File: config.mk
export PLATFORM = sky130hd
export DESIGN_NAME = spf_port
export DESIGN_NICKNAME = d
export VERILOG_FILES = /design/src/pkg/spf_pkg.sv /design/src/rtl/spf_port.sv
export VERILOG_INCLUDE_DIRS = /design/src /design/src/pkg
export SDC_FILE = /design/constraint.sdc
export NUM_CORES = 1
export LEC_CHECK = 0
export BUFFER_PORTS_ARGS = -buffer_cell sky130_fd_sc_hd__buf_2
export CORE_MARGIN = 3
export CORE_UTILIZATION = 44
export DETAILED_ROUTE_END_ITERATION = 8
export PLACE_DENSITY = 0.65
export SYNTH_ARGS = -nofsm -noshare
export SYNTH_HDL_FRONTEND = slang
export SYNTH_HIERARCHICAL = 1
export SYNTH_SLANG_ARGS = --single-unit
File: constraint.sdc
create_clock -name clk_i -period 9 [get_ports clk_i]
set_clock_uncertainty 0.1 [all_clocks]
set_input_delay 0.45 -clock clk_i [delete_from_list [all_inputs] [get_ports clk_i]]
set_output_delay 0.45 -clock clk_i [all_outputs]
set_load 0.01 [all_outputs]
File: src/pkg/spf_map.svh
// register offsets, field positions, reset values and fixed counts of the serial port
`ifndef SPF_MAP_SVH
`define SPF_MAP_SVH

`define SPF_OFF_STAT      2'h0
`define SPF_OFF_CON1      2'h1
`define SPF_OFF_CON2      2'h2
`define SPF_OFF_BUF       2'h3
`define SPF_RESET_VAL     16'h0000
`define SPF_STAT_WMASK    16'hA01C
`define SPF_CON1_WMASK    16'h1FFF
`define SPF_CON2_WMASK    16'hE003

`define SPF_STAT_EN       15
`define SPF_STAT_IDLE     13
`define SPF_STAT_BEC_HI   10
`define SPF_STAT_BEC_LO   8
`define SPF_STAT_SHIFT_EMPTY_FLAG    7
`define SPF_STAT_ROV      6
`define SPF_STAT_RXE      5
`define SPF_STAT_IM_HI    4
`define SPF_STAT_IM_LO    2
`define SPF_STAT_TBF      1
`define SPF_STAT_RBF      0

`define SPF_C1_CLOCK_PIN_DISABLE     12
`define SPF_C1_DATA_OUT_DISABLE     11
`define SPF_C1_W16        10
`define SPF_C1_SMP        9
`define SPF_C1_CKE        8
`define SPF_C1_SLAVE_SELECT_ENABLE       7
`define SPF_C1_CKP        6
`define SPF_C1_MST        5
`define SPF_C1_SEC_HI     4
`define SPF_C1_SEC_LO     2
`define SPF_C1_PRI_HI     1
`define SPF_C1_PRI_LO     0

`define SPF_C2_FRM        15
`define SPF_C2_FSD        14
`define SPF_C2_FPOL       13
`define SPF_C2_FE         1
`define SPF_C2_ENH        0

`define SPF_FIFO_DEPTH    4'h8
`define SPF_FIFO_ONE      4'h1
`define SPF_FIFO_3Q       4'h6
`define SPF_HALF16        6'h20
`define SPF_HALF8         6'h10
`define SPF_LAST16        5'h0F
`define SPF_LAST8         5'h07
`define SPF_PRE_TICKS     6'h02
`define SPF_SEC_BASE      4'h8

`endif

File: src/pkg/spf_pkg.sv
// types shared by the serial port design
package spf_pkg;
	typedef struct packed {
		logic       en;
		logic       idle_stop;
		logic [2:0] imode;
		logic       clock_pin_disable;
		logic       data_out_disable;
		logic       w16;
		logic       sample_phase;
		logic       cke;
		logic       slave_select_enable;
		logic       clock_polarity;
		logic       master;
		logic [2:0] sec;
		logic [1:0] pri;
		logic       frm;
		logic       fsd;
		logic       fpol;
		logic       fe;
		logic       enh;
	} spf_cfg_type;

	typedef enum logic [3:0] {
		ST_IDLE  = 4'b0001,
		ST_PRE   = 4'b0010,
		ST_SHIFT = 4'b0100,
		ST_SLAVE = 4'b1000
	} spf_state_type;
endpackage : spf_pkg

File: src/rtl/spf_port.sv
// serial port with wishbone registers, eight-entry fifos and framed operation
//
// The implementer's own choices: the placing of the registers and the Wishbone interface to the registers.
`timescale 1ns/1ps
`include "spf_map.svh"

module spf_fifo (
	// clock and clear
	input  wire logic        clk_i,
	input  wire logic        clr_i,
	// mode
	input  wire logic        deep_i,
	// write and read side
	input  wire logic        push_i,
	input  wire logic [15:0] wdata_i,
	input  wire logic        pop_i,
	output logic      [15:0] rdata_o,
	output logic      [3:0]  count_o,
	output logic             full_o,
	output logic             empty_o
);
	logic [15:0] mem_q [8];
	logic [2:0]  wr_q;
	logic [2:0]  rd_q;
	logic        do_push;
	logic        do_pop;

	// eight slots when deep, one slot in single-buffer mode
	assign full_o  = (count_o == (deep_i ? `SPF_FIFO_DEPTH : `SPF_FIFO_ONE));
	assign empty_o = (count_o == 4'h0);
	assign rdata_o = mem_q[rd_q];
	assign do_push = push_i && !full_o;
	assign do_pop  = pop_i && !empty_o;

	always_ff @(posedge clk_i) begin
		if (clr_i) begin
			wr_q    <= 3'h0;
			rd_q    <= 3'h0;
			count_o <= 4'h0;
		end else begin
			if (do_push) begin
				wr_q <= wr_q + 3'h1;
			end
			if (do_pop) begin
				rd_q <= rd_q + 3'h1;
			end
			count_o <= count_o + {3'h0, do_push} - {3'h0, do_pop};
		end
	end

	always_ff @(posedge clk_i) begin
		if (do_push) begin
			mem_q[wr_q] <= wdata_i;
		end
	end
endmodule : spf_fifo

module spf_port (
	// clock and reset
	input  wire logic        clk_i,
	input  wire logic        rst_i,
	// wishbone slave
	input  wire logic        wb_cyc_i,
	input  wire logic        wb_stb_i,
	input  wire logic        wb_we_i,
	input  wire logic [3:0]  wb_adr_i,
	input  wire logic [3:0]  wb_sel_i,
	input  wire logic [31:0] wb_dat_i,
	output logic      [31:0] wb_dat_o,
	output logic             wb_ack_o,
	// device state
	input  wire logic        idle_mode_i,
	output logic             buf_cond_o,
	// serial clock pin
	input  wire logic        sck_i,
	output logic             sck_o,
	output logic             sck_oe_o,
	// serial data pins
	input  wire logic        sdi_i,
	output logic             sdo_o,
	output logic             sdo_oe_o,
	// select or frame pin
	input  wire logic        ss_i,
	output logic             ss_o,
	output logic             ss_oe_o
);
	spf_pkg::spf_cfg_type   cfg;
	spf_pkg::spf_state_type st_q;
	logic [15:0] stat_q, con1_q, con2_q;
	logic        rov_q;
	logic        req, wr, rd;
	logic [15:0] wmask, wdat, rd_mux;
	logic [15:0] tx_rdata, rx_rdata, rx_word;
	logic [3:0]  tx_cnt, rx_cnt;
	logic        tx_full, tx_empty, rx_full, rx_empty;
	logic        tx_push, tx_pop, rx_push, rx_pop, rx_drop;
	logic        run, clr, busy, done;
	logic [15:0] sh_tx_q, sh_rx_q;
	logic [5:0]  k_q, k_nx, half;
	logic [4:0]  bits_q, last;
	logic [9:0]  div_n, div_q;
	logic [6:0]  pri_n;
	logic [3:0]  sec_n;
	logic        tick, sck_q, cke_e, fs_d, fs_q, loaded_q, cond_d;
	logic        sck_s1, sck_s2, sck_s3, sdi_s1, sdi_s2, ss_s1, ss_s2;
	logic        lead, trail, selected, sync_in, smp_ev, out_ev;

	assign cfg = '{en: stat_q[`SPF_STAT_EN], idle_stop: stat_q[`SPF_STAT_IDLE],
		imode: stat_q[`SPF_STAT_IM_HI:`SPF_STAT_IM_LO],
		clock_pin_disable: con1_q[`SPF_C1_CLOCK_PIN_DISABLE], data_out_disable: con1_q[`SPF_C1_DATA_OUT_DISABLE], w16: con1_q[`SPF_C1_W16],
		sample_phase: con1_q[`SPF_C1_SMP], cke: con1_q[`SPF_C1_CKE], slave_select_enable: con1_q[`SPF_C1_SLAVE_SELECT_ENABLE],
		clock_polarity: con1_q[`SPF_C1_CKP], master: con1_q[`SPF_C1_MST],
		sec: con1_q[`SPF_C1_SEC_HI:`SPF_C1_SEC_LO], pri: con1_q[`SPF_C1_PRI_HI:`SPF_C1_PRI_LO],
		frm: con2_q[`SPF_C2_FRM], fsd: con2_q[`SPF_C2_FSD], fpol: con2_q[`SPF_C2_FPOL],
		fe: con2_q[`SPF_C2_FE], enh: con2_q[`SPF_C2_ENH]};

	// bus access: one wait state, every address answers
	assign req   = wb_cyc_i && wb_stb_i && !wb_ack_o;
	assign wr    = req && wb_we_i;
	assign rd    = req && !wb_we_i;
	assign wmask = {{8{wb_sel_i[1]}}, {8{wb_sel_i[0]}}};
	assign wdat  = wb_dat_i[15:0];

	always_ff @(posedge clk_i) begin
		if (rst_i) begin
			wb_ack_o <= 1'b0;
			wb_dat_o <= 32'h0000_0000;
		end else begin
			wb_ack_o <= req;
			wb_dat_o <= rd ? {16'h0000, rd_mux} : 32'h0000_0000;
		end
	end

	always_ff @(posedge clk_i) begin
		if (rst_i) begin
			stat_q <= `SPF_RESET_VAL;
			con1_q <= `SPF_RESET_VAL;
			con2_q <= `SPF_RESET_VAL;
		end else if (wr) begin
			unique case (wb_adr_i[3:2])
				`SPF_OFF_STAT: stat_q <= (stat_q & ~(wmask & `SPF_STAT_WMASK)) | (wdat & wmask & `SPF_STAT_WMASK);
				`SPF_OFF_CON1: con1_q <= (con1_q & ~(wmask & `SPF_CON1_WMASK)) | (wdat & wmask & `SPF_CON1_WMASK);
				`SPF_OFF_CON2: con2_q <= (con2_q & ~(wmask & `SPF_CON2_WMASK)) | (wdat & wmask & `SPF_CON2_WMASK);
				`SPF_OFF_BUF:  ;
			endcase
		end
	end

	// overflow flag: hardware set beats a software clear in the same cycle
	always_ff @(posedge clk_i) begin
		if (rst_i || !cfg.en) begin
			rov_q <= 1'b0;
		end else if (rx_drop) begin
			rov_q <= 1'b1;
		end else if (wr && wb_adr_i[3:2] == `SPF_OFF_STAT && wb_sel_i[0] && !wdat[`SPF_STAT_ROV]) begin
			rov_q <= 1'b0;
		end
	end

	always_comb begin
		rd_mux = 16'h0000;
		unique case (wb_adr_i[3:2])
			`SPF_OFF_STAT: begin
				rd_mux = stat_q & `SPF_STAT_WMASK;
				if (cfg.enh) begin
					rd_mux[`SPF_STAT_BEC_HI:`SPF_STAT_BEC_LO] = cfg.master ? tx_cnt[2:0] : rx_cnt[2:0];
					rd_mux[`SPF_STAT_SHIFT_EMPTY_FLAG] = !busy;
					rd_mux[`SPF_STAT_RXE]   = rx_empty;
				end
				rd_mux[`SPF_STAT_ROV] = rov_q;
				rd_mux[`SPF_STAT_TBF] = tx_full;
				rd_mux[`SPF_STAT_RBF] = rx_full;
			end
			`SPF_OFF_CON1: rd_mux = con1_q;
			`SPF_OFF_CON2: rd_mux = con2_q;
			`SPF_OFF_BUF:  rd_mux = rx_rdata;
		endcase
	end

	// buffer address: write loads transmit side, read takes the oldest received word
	assign tx_push = wr && wb_adr_i[3:2] == `SPF_OFF_BUF && (wb_sel_i[1:0] != 2'h0) && cfg.en;
	assign rx_pop  = rd && wb_adr_i[3:2] == `SPF_OFF_BUF;
	assign clr     = rst_i || !cfg.en;
	assign rx_drop = done && rx_full;
	assign rx_push = done && !rx_full;
	assign rx_word = cfg.w16 ? sh_rx_q : {8'h00, sh_rx_q[7:0]};

	spf_fifo u_tx (
		.clk_i   (clk_i),
		.clr_i   (clr),
		.deep_i  (cfg.enh),
		.push_i  (tx_push),
		.wdata_i (wdat),
		.pop_i   (tx_pop),
		.rdata_o (tx_rdata),
		.count_o (tx_cnt),
		.full_o  (tx_full),
		.empty_o (tx_empty)
	);

	spf_fifo u_rx (
		.clk_i   (clk_i),
		.clr_i   (clr),
		.deep_i  (cfg.enh),
		.push_i  (rx_push),
		.wdata_i (rx_word),
		.pop_i   (rx_pop),
		.rdata_o (rx_rdata),
		.count_o (rx_cnt),
		.full_o  (rx_full),
		.empty_o (rx_empty)
	);

	// pin synchronisers
	always_ff @(posedge clk_i) begin
		if (rst_i) begin
			{sck_s1, sck_s2, sck_s3} <= 3'h0;
			{sdi_s1, sdi_s2}         <= 2'h0;
			{ss_s1, ss_s2}           <= 2'h3;
		end else begin
			{sck_s1, sck_s2, sck_s3} <= {sck_i, sck_s1, sck_s2};
			{sdi_s1, sdi_s2}         <= {sdi_i, sdi_s1};
			{ss_s1, ss_s2}           <= {ss_i, ss_s1};
		end
	end

	// prescaler: one half clock period per count of instruction cycles
	always_comb begin
		unique case (cfg.pri)
			2'h3: pri_n = 7'h01;
			2'h2: pri_n = 7'h04;
			2'h1: pri_n = 7'h10;
			2'h0: pri_n = 7'h40;
		endcase
		sec_n = `SPF_SEC_BASE - {1'b0, cfg.sec};
	end
	assign div_n = 10'(pri_n * sec_n);
	assign tick  = (div_q == div_n - 10'h001);

	always_ff @(posedge clk_i) begin
		if (rst_i || st_q == spf_pkg::ST_IDLE || st_q == spf_pkg::ST_SLAVE || tick) begin
			div_q <= 10'h000;
		end else if (run) begin
			div_q <= div_q + 10'h001;
		end
	end

	assign run      = cfg.en && !(cfg.idle_stop && idle_mode_i);
	assign cke_e    = cfg.cke && !cfg.frm;
	assign half     = cfg.w16 ? `SPF_HALF16 : `SPF_HALF8;
	assign last     = cfg.w16 ? `SPF_LAST16 : `SPF_LAST8;
	assign k_nx     = k_q + 6'h01;
	assign sync_in  = (ss_s2 == cfg.fpol);
	assign lead     = (sck_s2 != sck_s3) && (sck_s2 != cfg.clock_polarity);
	assign trail    = (sck_s2 != sck_s3) && (sck_s2 == cfg.clock_polarity);
	assign selected = cfg.frm || !cfg.slave_select_enable || !ss_s2;
	assign busy     = (st_q == spf_pkg::ST_PRE) || (st_q == spf_pkg::ST_SHIFT) || loaded_q || bits_q != 5'h00;

	// master sample: odd ticks when edge and phase differ, else even ticks
	assign smp_ev = (cke_e ^ cfg.sample_phase) ? (k_nx[0] && (cke_e ? k_nx < half : k_nx > 6'h01))
		: (!k_nx[0] && k_nx <= half);
	assign out_ev = cke_e ? (!k_nx[0] && k_nx < half) : (k_nx[0] && k_nx > 6'h01 && k_nx < half);

	assign tx_pop = (st_q == spf_pkg::ST_IDLE && run && cfg.master && !tx_empty && (!cfg.frm || !cfg.fsd || sync_in))
		|| (st_q == spf_pkg::ST_SLAVE && run && !loaded_q && bits_q == 5'h00 && !tx_empty);
	assign done   = (st_q == spf_pkg::ST_SHIFT && run && tick && k_nx == half + 6'h01)
		|| (st_q == spf_pkg::ST_SLAVE && run && selected && (cke_e ? lead : trail) && bits_q == last);

	always_ff @(posedge clk_i) begin
		if (clr) begin
			st_q     <= spf_pkg::ST_IDLE;
			k_q      <= 6'h00;
			bits_q   <= 5'h00;
			loaded_q <= 1'b0;
			sck_q    <= 1'b0;
			sh_tx_q  <= 16'h0000;
			sh_rx_q  <= 16'h0000;
		end else if (run) begin
			unique case (st_q)
				spf_pkg::ST_IDLE: begin
					sck_q <= cfg.clock_polarity;
					k_q   <= 6'h00;
					if (!cfg.master) begin
						st_q <= spf_pkg::ST_SLAVE;
					end else if (tx_pop) begin
						sh_tx_q <= cfg.w16 ? tx_rdata : {tx_rdata[7:0], 8'h00};
						st_q    <= (cfg.frm && !cfg.fsd && !cfg.fe) ? spf_pkg::ST_PRE : spf_pkg::ST_SHIFT;
					end
				end
				spf_pkg::ST_PRE: begin
					if (tick) begin
						sck_q <= !sck_q;
						k_q   <= (k_nx == `SPF_PRE_TICKS) ? 6'h00 : k_nx;
						if (k_nx == `SPF_PRE_TICKS) begin
							st_q <= spf_pkg::ST_SHIFT;
						end
					end
				end
				spf_pkg::ST_SHIFT: begin
					if (tick) begin
						k_q <= k_nx;
						if (k_nx <= half) begin
							sck_q <= !sck_q;
						end
						if (smp_ev) begin
							sh_rx_q <= {sh_rx_q[14:0], sdi_s2};
						end
						if (out_ev) begin
							sh_tx_q <= {sh_tx_q[14:0], 1'b0};
						end
						if (k_nx == half + 6'h01) begin
							st_q <= spf_pkg::ST_IDLE;
						end
					end
				end
				spf_pkg::ST_SLAVE: begin
					sck_q <= cfg.clock_polarity;
					if (cfg.master) begin
						st_q     <= spf_pkg::ST_IDLE;
						bits_q   <= 5'h00;
						loaded_q <= 1'b0;
					end else if (!selected || (cfg.frm && cfg.fsd && sync_in && bits_q == 5'h00 && !lead && !trail)) begin
						bits_q <= 5'h00;
					end else begin
						if (tx_pop) begin
							sh_tx_q  <= cfg.w16 ? tx_rdata : {tx_rdata[7:0], 8'h00};
							loaded_q <= 1'b1;
						end
						if (cke_e ? lead : trail) begin
							sh_rx_q  <= {sh_rx_q[14:0], sdi_s2};
							bits_q   <= (bits_q == last) ? 5'h00 : bits_q + 5'h01;
							if (bits_q == last) begin
								loaded_q <= 1'b0;
							end
						end
						if ((cke_e ? trail : lead) && (cke_e || bits_q != 5'h00)) begin
							sh_tx_q <= {sh_tx_q[14:0], 1'b0};
						end
					end
				end
			endcase
		end
	end

	// frame pulse: one bit clock before the data, or with the first bit clock
	always_comb begin
		fs_d = 1'b0;
		if (cfg.frm && !cfg.fsd) begin
			if (st_q == spf_pkg::ST_PRE) begin
				fs_d = 1'b1;
			end else if (st_q == spf_pkg::ST_SHIFT) begin
				fs_d = cfg.fe && k_q < `SPF_PRE_TICKS;
			end else if (st_q == spf_pkg::ST_SLAVE) begin
				fs_d = loaded_q && bits_q == 5'h00;
			end
		end
	end

	// buffer condition selected by the mode field
	always_comb begin
		unique case (cfg.imode)
			3'h7: cond_d = tx_full;
			3'h6: cond_d = tx_empty && busy;
			3'h5: cond_d = tx_empty && !busy;
			3'h4: cond_d = !tx_full;
			3'h3: cond_d = rx_full;
			3'h2: cond_d = rx_cnt >= `SPF_FIFO_3Q;
			3'h1: cond_d = !rx_empty;
			3'h0: cond_d = rx_empty;
		endcase
	end

	always_ff @(posedge clk_i) begin
		if (rst_i) begin
			fs_q       <= 1'b0;
			buf_cond_o <= 1'b0;
		end else begin
			fs_q       <= fs_d;
			buf_cond_o <= cfg.en && (cfg.enh ? cond_d : done);
		end
	end

	// pin drive
	assign sck_o    = sck_q;
	assign sck_oe_o = cfg.en && cfg.master && !cfg.clock_pin_disable;
	assign sdo_o    = sh_tx_q[15];
	assign sdo_oe_o = cfg.en && !cfg.data_out_disable && (cfg.master || selected);
	assign ss_o     = cfg.fpol ? fs_q : !fs_q;
	assign ss_oe_o  = cfg.en && cfg.frm && !cfg.fsd;
endmodule : spf_port

# == Yosys cells after proc, flatten, opt, wreduce, memory -nomap -nowiden ==
# Memories as Yosys holds them, arrays and structs flattened. A register that Yosys moved wholly into a read port is not among the register bits.
# Index checks and enable logic that the tools add are counted.
# op_classes
reduce_logical,126
order_cmp,5
add_sub_neg,14
eq_ne,41
n_mul,1
mux,71
bitwise_logic,13
# ops
op,count
$mux 16,14
$and 16x16->16,4
$pmux 16 s4,1
$logic_and 1x1->1,60
$pmux 16 s3,1
$mux 4,10
$not 16->16,2
$or 16x16->16,2
$pmux 16 s2,1
$pmux 7 s4,1
$mux 1,25
$logic_not 1->1,24
$mux 6,4
$reduce_and 7->1,3
$mux 5,4
$mux 3,6
$ne 2x2->1 const B,9
$pmux 6 s3,1
$logic_or 1x1->1,16
$not 13->16,1
$or 16x13->16,1
$pmux 4 s4,1
$add 3x1->3 const B,4
$add 6x1->6 const B,2
45 further kinds,74
# word_totals
output_inout_bits,40
in_bits,49
reg_bits,170
ramBits,256
n_memories,2
wordCells,303
# memory_table
memory,words,word_bits,rd,rd_ports_with_merged_regs,write_ports,line_no,rtl
u_rx.mem_q,8,16,1,1,1,spf_port.sv:22,logic [15:0] mem_q [8];
u_tx.mem_q,8,16,1,1,1,spf_port.sv:22,

# == Depth between registers and ports, before layout ==
# Gate-level depths: netlist of the first run.
# logic_depth
word_depth,13
ltp_mapped,25
depth_no_buf,23

# == Hierarchy ==
# The synthesis of the first run kept the hierarchy.
# by_module_without_submodules
mod,area_each_um2,cells_per_inst,instances,seq_area_each_um2
spf_fifo,5755.5,278,2,4103.9
spf_port,6587.6,812,1,2182.1

# == Worst setup path after synthesis of the first run ==
# Ideal clock, no wire load.
# synth_path
path_type,reg2reg
start,register (tool-made name)
end,memory u_rx.mem_q[6][0] (enable)
n_path_buf,2
path_slack_ps,2663
arrival_time_ps,5801
t_required_ps,8464
path_stages_with_launch,18
cell_sequence,dfxtp_1 -> inv_1 -> ha_1 -> xnor2_1 -> and3_1 -> fa_1 -> fa_1 -> ha_1 -> a21o_1 -> a21o_1 -> a31oi_1 -> xnor2_1 -> nand4_1 -> clkbuf_1 -> o21bai_1 -> nor2b_1 -> clkbuf_1 -> nor4b_1
# synth_rtl
element,line_no
to (decl),spf_port.sv:22

==> impl_metrics.ini, run 1 <==
[status]
status = complete, no violations

[cts]
cts_tree = done
root_buffer = clkbuf_16
cts_buffers = 43
clkTransAtPathRegs_ns = 0.06
htree_num_levels = 2
clockBufferDepth = 3
cts.sink_count = 391
post_cts_buffers = 0
clkLatencyLatePin_ns = 0.57

[power]
pwr-share-seq = 0.515
combinationalPowerShare = 0.014
power_mw = 3.70
p_clk_frac = 0.471
p_leak_nw = 7.38
p_switching_mw = 0.765
power.internal_mw = 2.93
p_sw_frac = 0.207
power-per-cell-area_mw_per_mm2 = 183
vdd_drop_max_mv = 0.181

[logic_synthesis]
synth_ff_type = edfxtp_1
synth_area_leaders = edfxtp_1 42%, dfxtp_1 15%, mux4_1 8.1%
syn_inst = 1368
synth_edf_count = 256
synthAdderAreaFrac = 0.0344
seq_area_frac_synth = 0.574
syn_area_mm2 = 0.0181
avgSynthCellArea_um2 = 13.2
synth_top_family_by_area = multiplexers
synth_simple_gate_area_frac = 0.118
synth_top_cell_area_share = 0.425
yosysTopAreaCell = edfxtp_1
async_reset_ff_frac = 0
yosys_warnings = 6
synth_mux_area_frac = 0.154
synth_compound_area_frac = 0.0638
synth-xor-area-share = 0.0189
yosysUniqueCellTypes = 74
yosys_register_bits = 391

[sta]
timing.fmax_mhz = 146
fin_tns_setup_ns = 0
min_period_ns = 6.84
timing.final.crit_share = 0.760
relSlewSlack = 0.168
worst_pin_slew_ns = 1.24
rsz0062_at_grt = no
setup_viol = 0
finalHoldViolCount = 0
slew_viol_final = 0

[setup_path]
cp_slowest_cell = nor4b_2
setup.worst_path.start_class = flip-flop
critPathMaxFanout = 16
r2r-end = u_rx/mem_q[6][4]$_DFFE_PP_
cpPeakStageDelay_ns = 0.94
cp.arrival_ns = 7.00
worstPathRequired_ns = 9.16
reg2reg_depth = 17
crit_type = reg2reg
worstPathCellList = inv_1 -> ha_1 -> xnor2_1 -> nand2_1 -> inv_1 -> fa_1 -> fa_1 -> ha_1 -> nand3_1 -> o21ai_0 -> a31oi_1 -> xnor2_1 -> nand4_1 -> o21bai_1 -> nor2b_1 -> nor4b_2 -> buf_4
endpoint_kind = flip-flop
reg2reg_slack_ns = 2.16
critPathBufInv = 3
path_delay_family = simple AND/OR/NAND/NOR gates

[die]
core_mm2 = 0.0402
die_h_um = 209
ioPinCount = 89
start_util = 0.450
die_w_um = 209
dieArea_mm2 = 0.0436
rows = 73

[routing]
num_vias = 11100
drt_iter0_markers = 801
wl_per_cell_um = 20.5
via_per_inst = 5.63
drtAntennaViolNets = 0
wl_um = 40400
drcViolationCount = 0
drt_first_pass_iters = 5

[hold_path]
min_path_type = in2reg
whs_endpoint = u_tx/mem_q[2][11]$_DFFE_PP_
min_from = wb_dat_i[11]
hold_depth = 1

[global_route]
grt_max_degree = 59
grt_pass1_vias = 10800
grt.total_usage = 0.182
antenna_found_initial = 2
gr-total-overflow = 0
grt_pass1_wl_um = 62300

[final_layout]
final_cell_mix = 256 x edfxtp_1, 150 x nor2_1, 132 x dfxtp_1, 74 x nand2_1, 69 x a21oi_1
diodes = 0
drive_gt1_frac = 0.153
area_growth_pct = 11.6
final_nets = 1500
fin_area_mm2 = 0.0202
final_common_cell = edfxtp_1

[place]
gp_congestion = 0.830
place_area_mm2 = 0.0187
dp_hpwl_um = 25900
port_buffers = 52

[flow_run]
max-cap-violations = 0
==> metrics by stage <==
stage	hold slack [ns]	setup slack, ns	util	std cells
floorplan	0.289	2.66	-	1383
global placement	0.297	2.36	0.467	1883
detailed placement	0.304	2.32	0.467	1883
CTS	0.0756	2.27	0.502	1966
global route	0.102	1.70	0.502	1966
finish	0.107	2.16	0.502	1966
==> layout make-up <==
class / count / area, um2
clock buffers: 52 / 1120
clock inverters: 28 / 297
flip-flops and latches: 391 / 10400
inverters: 42 / 158
well taps: 525 / 657
repair buffers: 68 / 388
multi-input cells: 860 / 7180
fillers: 3436 / 20000
==> cells by family (layout without fill, tap and decap cells) <==
kind of cell    Yosys count  after routing
fa+ha+maj                45             45
buf+inv                 132            190
simple gates            411            411
flops                   391            391
mux                     169            169
other cells               1             16
xor+xnor                 39             39
compound gates          180            180
==> layer usage <==
layer	vias to the layer above	track usage	part of all wire
met5	-	0	0.00047
met1	5505	0.254	0.45
li1	5226	-	-
met3	61	0.0330	0.054
met4	4	0.0568	0.024
met2	269	0.293	0.47
==> timing repair <==
action                                 CTS  global route
resized for setup                        0             0
setup endpoints to repair                0             0
endpoints found under the hold margin    3             0
hold buffers                             3             0
==> how the worst max path moves through the flow <==
stage | end | slack [ns] | cells past startpoint
6_report | u_rx/mem_q[6][4]$_DFFE_PP_ | 2.16 | 17
5_1_grt | u_rx/mem_q[6][13]$_DFFE_PP_ | 1.70 | 16
4_1_cts | u_rx/mem_q[6][13]$_DFFE_PP_ | 2.27 | 17
3_5_place_dp | u_rx/mem_q[6][2]$_DFFE_PP_ | 2.32 | 17
3_3_place_gp | u_rx/mem_q[6][2]$_DFFE_PP_ | 2.36 | 16
2_1_floorplan | u_rx/mem_q[6][0]$_DFFE_PP_ | 2.66 | 17
==> synth_stat cells, drive strengths merged, types with 4 or more instances <==
library cell and number:
and4b 7, or2 7, mux2i 59, mux4 67
a21o 6, nor2b 25, nand2 74, inv 42
and2 15, a211oi 15, nor2 150, fa 8
mux2 43, or4 5, o2111ai 4, edfxtp 256
nor4bb 4, xnor2 24, nand4 10, nor3 15
clkbuf 48, buf 42, and4bb 6, nor4b 5
xor2 15, and3 15, o21ai 29, dfxtp 135
a21oi 72, ha 37, nand3 23, or3 8
a22oi 5, nor3b 13, a31oi 13, nand2b 6
a2111oi 4, nand3b 11, o211ai 5, o31ai 6
==> worst reg2reg max path, cell delays in order (launching register included) <==
cell      delay (ns)
dfxtp_1         0.42
inv_1           0.10
ha_1            0.24
xnor2_1         0.19
nand2_1         0.11
inv_1           0.07
fa_1            0.45
fa_1            0.48
ha_1            0.37
nand3_1         0.09
o21ai_0         0.28
a31oi_1         0.15
xnor2_1         0.18
nand4_1         0.56
o21bai_1        0.59
nor2b_1         0.84
nor4b_2         0.95
buf_4           0.37
==> registers in the layout (all words and copies together) (netlist names), 5 cells and up, named ones only <==
| name | flops |
|---|---|
| u_rx/mem_q | 128 |
| u_tx/mem_q | 128 |
| sh_rx_q | 16 |
| sh_tx_q | 16 |
| wb_dat_o | 16 |
| div_q | 10 |
| k_q | 6 |
| bits_q | 5 |
==> power groups by stage <==
stage                     combinational, mW  clock (mW)  sequential, mW
final                                0.0502        1.74            1.90
after global routing                 0.0549        1.85            1.90
after CTS                            0.0503        1.78            1.90
after detailed placement             0.0490           0            1.94
after global placement               0.0478           0            1.94
after floorplan                      0.0288           0            1.94
Note: power is estimated with default switching activity, not from simulation.
==> run 2, diff against run 1 <==
--- a/config.mk
+++ b/config.mk
@@ -10,7 +10,7 @@
 export CORE_MARGIN = 3
 export CORE_UTILIZATION = 44
 export DETAILED_ROUTE_END_ITERATION = 8
-export PLACE_DENSITY = 0.65
+export PLACE_DENSITY = 0.68
 export SYNTH_ARGS = -nofsm -noshare
 export SYNTH_HDL_FRONTEND = slang
 export SYNTH_HIERARCHICAL = 1
==> constraint.sdc (replaced) <==
create_clock -name clk_i -period 6.1 [get_ports clk_i]
set_clock_uncertainty 0.1 [all_clocks]
set_input_delay 0.305 -clock clk_i [delete_from_list [all_inputs] [get_ports clk_i]]
set_output_delay 0.305 -clock clk_i [all_outputs]
set_load 0.01 [all_outputs]
==> run 2 against run 1 <==
- non-clock buffer count up 27
- first-iteration DRC count rose by 2.1%
- critical path type unchanged
- largest cell class unchanged
- final cell count is 1.2% higher
- core utilization rose by 0.48 points
- register-to-register slack got worse by 1.6 ns
- total power up 44%
- setup slack worse by 1.6 ns
- via count grew 1.7%
- sequential power rose by 48%
==> impl_metrics.ini, run 2 (synthesized netlist as in run 1, its figures left out) <==
[power]
pwr-share-seq = 0.527
power.internal_mw = 4.24
p_sw_frac = 0.205
p_leak_nw = 7.48
vdd_drop_max_mv = 0.190
p_clk_frac = 0.458
combinationalPowerShare = 0.015
power-per-cell-area_mw_per_mm2 = 261
p_switching_mw = 1.09

[final_layout]
final_nets = 1526
top_regs = u_rx/mem_q: 128 flops, u_tx/mem_q: 128 flops
final_cell_mix = 256 x edfxtp_1, 150 x nor2_1, 135 x dfxtp_1, 74 x nand2_1, 69 x a21oi_1
drive_gt1_frac = 0.151
finalNonFillerCells = 1989
final_common_cell = edfxtp_1
fin_util = 0.507
area_growth_pct = 12.6

[cts]
cts.sink_count = 391
root_buffer = clkbuf_16
cts_hold_buf = 18
cts_tree = done
post_cts_resized = 0
clockBufferDepth = 3
cts_buffers = 42
htree_num_levels = 2
clkTransAtPathRegs_ns = 0.06
post_cts_buffers = 0
clkLatencyLatePin_ns = 0.57

[die]
die_w_um = 209
rows = 73
dieArea_mm2 = 0.0436
start_util = 0.450
die_h_um = 209
ioPinCount = 89
core_mm2 = 0.0402

[global_route]
grt_pass1_vias = 11000
antenna_found_initial = 0
grt.total_usage = 0.179
grt_pass1_wl_um = 61700
gr-total-overflow = 0
grt_max_degree = 41

[flow_run]
max-cap-violations = 0

[routing]
drcViolationCount = 0
drt_iter0_markers = 818
drt_first_pass_iters = 5
via_per_inst = 5.66
wl_per_cell_um = 20.0
wl_um = 39800
num_vias = 11300
drtAntennaViolNets = 0

[setup_path]
crit_cells = 21
worstPathRequired_ns = 6.45
worstPathCellList = inv_1 -> ha_1 -> xnor2_1 -> nand2_1 -> ha_1 -> fa_1 -> ha_1 -> nand3_1 -> o21ai_0 -> a31oi_1 -> xnor2_1 -> nand4_1 -> o21bai_1 -> nor2b_1 -> nand2b_1 -> ha_1 -> inv_1 -> ha_1 -> a21o_1 -> a21oi_1 -> mux2_2
cp_slowest_cell = fa_1
cpMostUsedCell = ha_1
cpPeakStageDelay_ns = 0.49
endpoint_kind = flip-flop
setup.worst_path.start_class = flip-flop
cp.arrival_ns = 5.87
path_delay_family = adder cells
critPathMaxFanout = 7
r2r-end = u_rx/count_o[3]$_SDFF_PP0_
reg2reg_slack_ns = 0.58
reg2reg_depth = 21
endpoint = u_rx/count_o[3]$_SDFF_PP0_
crit_type = reg2reg
critPathBufInv = 2

[place]
gp_congestion = 0.825
port_buffers = 52
dp.cells = 1895
dp_hpwl_um = 25600

[hold_path]
min_path_type = in2reg

[sta]
finalHoldViolCount = 0
timing.fmax_mhz = 181
worst_pin_slew_ns = 1.08
slew_viol_final = 0
setup_viol = 0
timing.final.crit_share = 0.904
min_period_ns = 5.52
relSlewSlack = 0.282
rsz0062_at_grt = no
fin_tns_setup_ns = 0

[status]
status = complete, no violations
run 2: area by class of cell:
cell class | instances | area, um2
Multi-Input combinational cell | 860 | 7190
Clock buffer | 61 | 1180
Clock inverter | 14 | 153
Inverter | 42 | 158
Timing Repair Buffer | 95 | 653
Antenna cell | 1 | 2.50
Fill cell | 3345 | 19800
Tap cell | 525 | 657
Sequential cell | 391 | 10400
run 2: worst min path at each step:
stage | start | end | slack [ns] | depth (start not counted)
CTS | wb_dat_i[2] | u_tx/mem_q[6][2]$_DFFE_PP_ | 0.001 | 1
floorplan | ss_s1$_SDFF_PP1_ | ss_s2$_SDFF_PP1_ | 0.29 | 1
finish | wb_dat_i[2] | u_tx/mem_q[6][2]$_DFFE_PP_ | 0.04 | 1
global route | wb_dat_i[2] | u_tx/mem_q[1][2]$_DFFE_PP_ | 0.01 | 1
global placement | ss_s1$_SDFF_PP1_ | ss_s2$_SDFF_PP1_ | 0.30 | 1
detailed placement | ss_s1$_SDFF_PP1_ | ss_s2$_SDFF_PP1_ | 0.31 | 1
run 2: worst reg2reg max path, stage by stage, from the launching register on:
cell      delay [ns]
dfxtp_1         0.44
inv_1           0.11
ha_1            0.25
xnor2_1         0.31
nand2_1         0.17
ha_1            0.33
fa_1            0.49
ha_1            0.38
nand3_1         0.09
o21ai_0         0.31
a31oi_1         0.15
xnor2_1         0.16
nand4_1         0.18
o21bai_1        0.38
nor2b_1         0.24
nand2b_1        0.12
ha_1            0.29
inv_1           0.04
ha_1            0.19
a21o_1          0.19
a21oi_1         0.16
mux2_2          0.35
run 2: layer usage:
layer | vias up | part of all wire | routed length [um] | global-route usage
met1 | 5627 | 0.45 | 17700 | 0.250
li1 | 5259 | - | - | -
met5 | - | 0 | 0 | 0
met4 | 0 | 0.024 | 949 | 0.0515
met2 | 301 | 0.47 | 18700 | 0.289
met3 | 64 | 0.060 | 2390 | 0.0345
run 2: power groups by stage:
stage / clock network, mW / registers [mW] / logic [mW]
floorplan: 0 / 2.86 / 0.0425
global placement: 0 / 2.87 / 0.0703
detailed placement: 0 / 2.87 / 0.0723
CTS: 2.49 / 2.81 / 0.0819
global route: 2.59 / 2.81 / 0.0890
finish: 2.44 / 2.81 / 0.0819
run 2: stage by stage:
step                hold WS, ns  total power, mW  worst slack, ns  instance area [um2]
floorplan                 0.289             2.91            0.512                18200
detailed placement        0.311             2.94            0.682                18900
global placement          0.299             2.94            0.762                18900
finish                   0.0362             5.33            0.585                20400
global route             0.0139             5.49            0.139                20400
CTS                     0.00110             5.39            0.654                20400
==> run 3, diff against run 2 <==
--- a/config.mk
+++ b/config.mk
@@ -10,7 +10,7 @@
 export CORE_MARGIN = 3
 export CORE_UTILIZATION = 44
 export DETAILED_ROUTE_END_ITERATION = 8
-export PLACE_DENSITY = 0.68
+export PLACE_DENSITY_LB_ADDON = 0.2
 export SYNTH_ARGS = -nofsm -noshare
 export SYNTH_HDL_FRONTEND = slang
 export SYNTH_HIERARCHICAL = 1
==> run 3 against run 2 <==
- total power grew 2.2%
- combinational power shrank 0.6%
- register-to-register slack gained 0.099 ns
- maximum frequency grew 1.8%
- setup slack gained 0.099 ns
- count of clock-buffer cells in the layout shrank 6
- via count shrank 2.7%
- die area is the same
- critical path type unchanged
- global-route usage grew 0.47 points
- worst hold slack gained 0.0051 ns
- sequential power is essentially flat
==> impl_metrics.ini, run 3 (synthesized netlist as in run 1, its figures left out) <==
[final_layout]
top_regs = u_rx/mem_q: 128 flops, u_tx/mem_q: 128 flops
diodes = 0
area_growth_pct = 12.9
final_common_cell = edfxtp_1
fillers = 3469
fin_area_mm2 = 0.0204
drive_gt1_frac = 0.158
final_cell_mix = 256 x edfxtp_1, 150 x nor2_1, 132 x dfxtp_1, 74 x nand2_1, 69 x a21oi_1
final_nets = 1525

[power]
combinationalPowerShare = 0.015
p_sw_frac = 0.205
vdd_drop_max_mv = 0.240
p_leak_nw = 7.52
power.internal_mw = 4.33
pwr-share-seq = 0.516
p_clk_frac = 0.469
power-per-cell-area_mw_per_mm2 = 267
p_switching_mw = 1.12

[cts]
cts_buffers = 43
root_buffer = clkbuf_16
post_cts_buffers = 0
cts_hold_buf = 19
cts_tree = done
post_cts_resized = 0
cts.sink_count = 391
htree_num_levels = 2
clockBufferDepth = 3
clkTransAtPathRegs_ns = 0.06
clkLatencyLatePin_ns = 0.58

[die]
die_w_um = 209
die_h_um = 209
core_mm2 = 0.0402
dieArea_mm2 = 0.0436
rows = 73
start_util = 0.450
ioPinCount = 89

[routing]
wl_per_cell_um = 20.3
num_vias = 10900
drt_first_pass_iters = 5
drt_iter0_markers = 849
via_per_inst = 5.50
wl_um = 40500
drtAntennaViolNets = 0
drcViolationCount = 0

[sta]
timing.fmax_mhz = 185
fin_tns_setup_ns = 0
slew_viol_final = 0
relSlewSlack = 0.217
layout_setup_ws_ns = 0.683
rsz0062_at_grt = no
timing.final.crit_share = 0.888
worst_pin_slew_ns = 1.17
setup_viol = 0
finalHoldViolCount = 0
min_period_ns = 5.42

[global_route]
top_usage_layer = met2
grt_max_degree = 46
gr-total-overflow = 0
grt.total_usage = 0.184
grt_pass1_vias = 10600
gr-usage-met1 = 0.256
met3_usage = 0.0290
grt_pass1_wl_um = 62400
antenna_found_initial = 1
use_met2 = 0.299

[place]
gp_congestion = 0.836
port_buffers = 52
place_area_mm2 = 0.0188
dp_slack_ns = 0.710
dp_hpwl_um = 26200

[setup_path]
cp.arrival_ns = 5.78
reg2reg_slack_ns = 0.68
critPathMaxFanout = 7
setup.worst_path.start_class = flip-flop
cpMostUsedCell = ha_1
worstPathRequired_ns = 6.46
endpoint_kind = flip-flop
critPathBufInv = 2
cp_slowest_cell = fa_1
crit_type = reg2reg
worstPathCellList = inv_1 -> ha_1 -> xnor2_1 -> nand2_1 -> ha_1 -> fa_1 -> ha_1 -> nand3_1 -> o21ai_0 -> a31oi_1 -> xnor2_1 -> nand4_1 -> o21bai_1 -> nor2b_1 -> nand2b_1 -> ha_1 -> inv_1 -> ha_1 -> a21o_1 -> a21oi_1 -> mux2_2
cpPeakStageDelay_ns = 0.49
path_delay_family = adder cells

[hold_path]
min_from = wb_stb_i
min_path_type = in2reg

[status]
status = complete, no violations

[flow_run]
max-cap-violations = 0
==> run 3: changes by cell type in the layout (fill, tap and decap cells not counted), moves of 2 or more <==
cell and change:
dfxtp_1 -3, clkbuf_1 -7, clkinv_2 +9, clkinv_4 -2, bufinv_16 +2, buf_12 -2
dfxtp_2 +3
==> run 3: power by group through the flow <==
stage | clock network [mW] | logic, mW | registers [mW]
floorplan | 0 | 0.0425 | 2.86
global placement | 0 | 0.0699 | 2.87
global route | 2.72 | 0.0890 | 2.81
CTS | 2.62 | 0.0817 | 2.81
finish | 2.56 | 0.0814 | 2.81
detailed placement | 0 | 0.0718 | 2.87
==> run 3: path summary, 6_finish.rpt <==
path | endpoint | cells past startpoint
max | u_rx/count_o[3]$_SDFF_PP0_ | 21
min | wb_ack_o$_SDFF_PP0_ | 4
max reg2reg | u_rx/count_o[3]$_SDFF_PP0_ | 21
min reg2reg | ss_s2$_SDFF_PP1_ | 1
==> run 3: routing by layer <==
layer / part of all wire / vias to the layer above
met3: 0.046 / 56
met2: 0.48 / 247
li1: - / 5251
met5: 0 / -
met4: 0.023 / 0
met1: 0.46 / 5394
==> run 3: tightest hold or removal path: stages <==
cell     delay, ns
buf_2         0.09
nand2_1       0.08
or2_2         0.13
nor2_1        0.04
==> run 3: per-stage QoR <==
stage,power [mW],utilization,hold slack (ns),cells
after global routing,5.62,0.508,0.0371,1991
final,5.45,0.508,0.0413,1991
after detailed placement,2.94,0.468,0.304,1892
after CTS,5.51,0.508,0.0155,1991
after global placement,2.94,0.468,0.301,1892
after floorplan,2.91,-,0.289,1383
==> run 3: final cells by class <==
type                            instances  area [um2]  share of cell area
Timing Repair Buffer                   93         616              0.0301
Clock buffer                           55        1170              0.0573
Clock inverter                         25         241              0.0118
Multi-Input combinational cell        860        7190               0.352
Inverter                               42         158             0.00772
Sequential cell                       391       10400               0.509
Tap cell                              525         657              0.0322
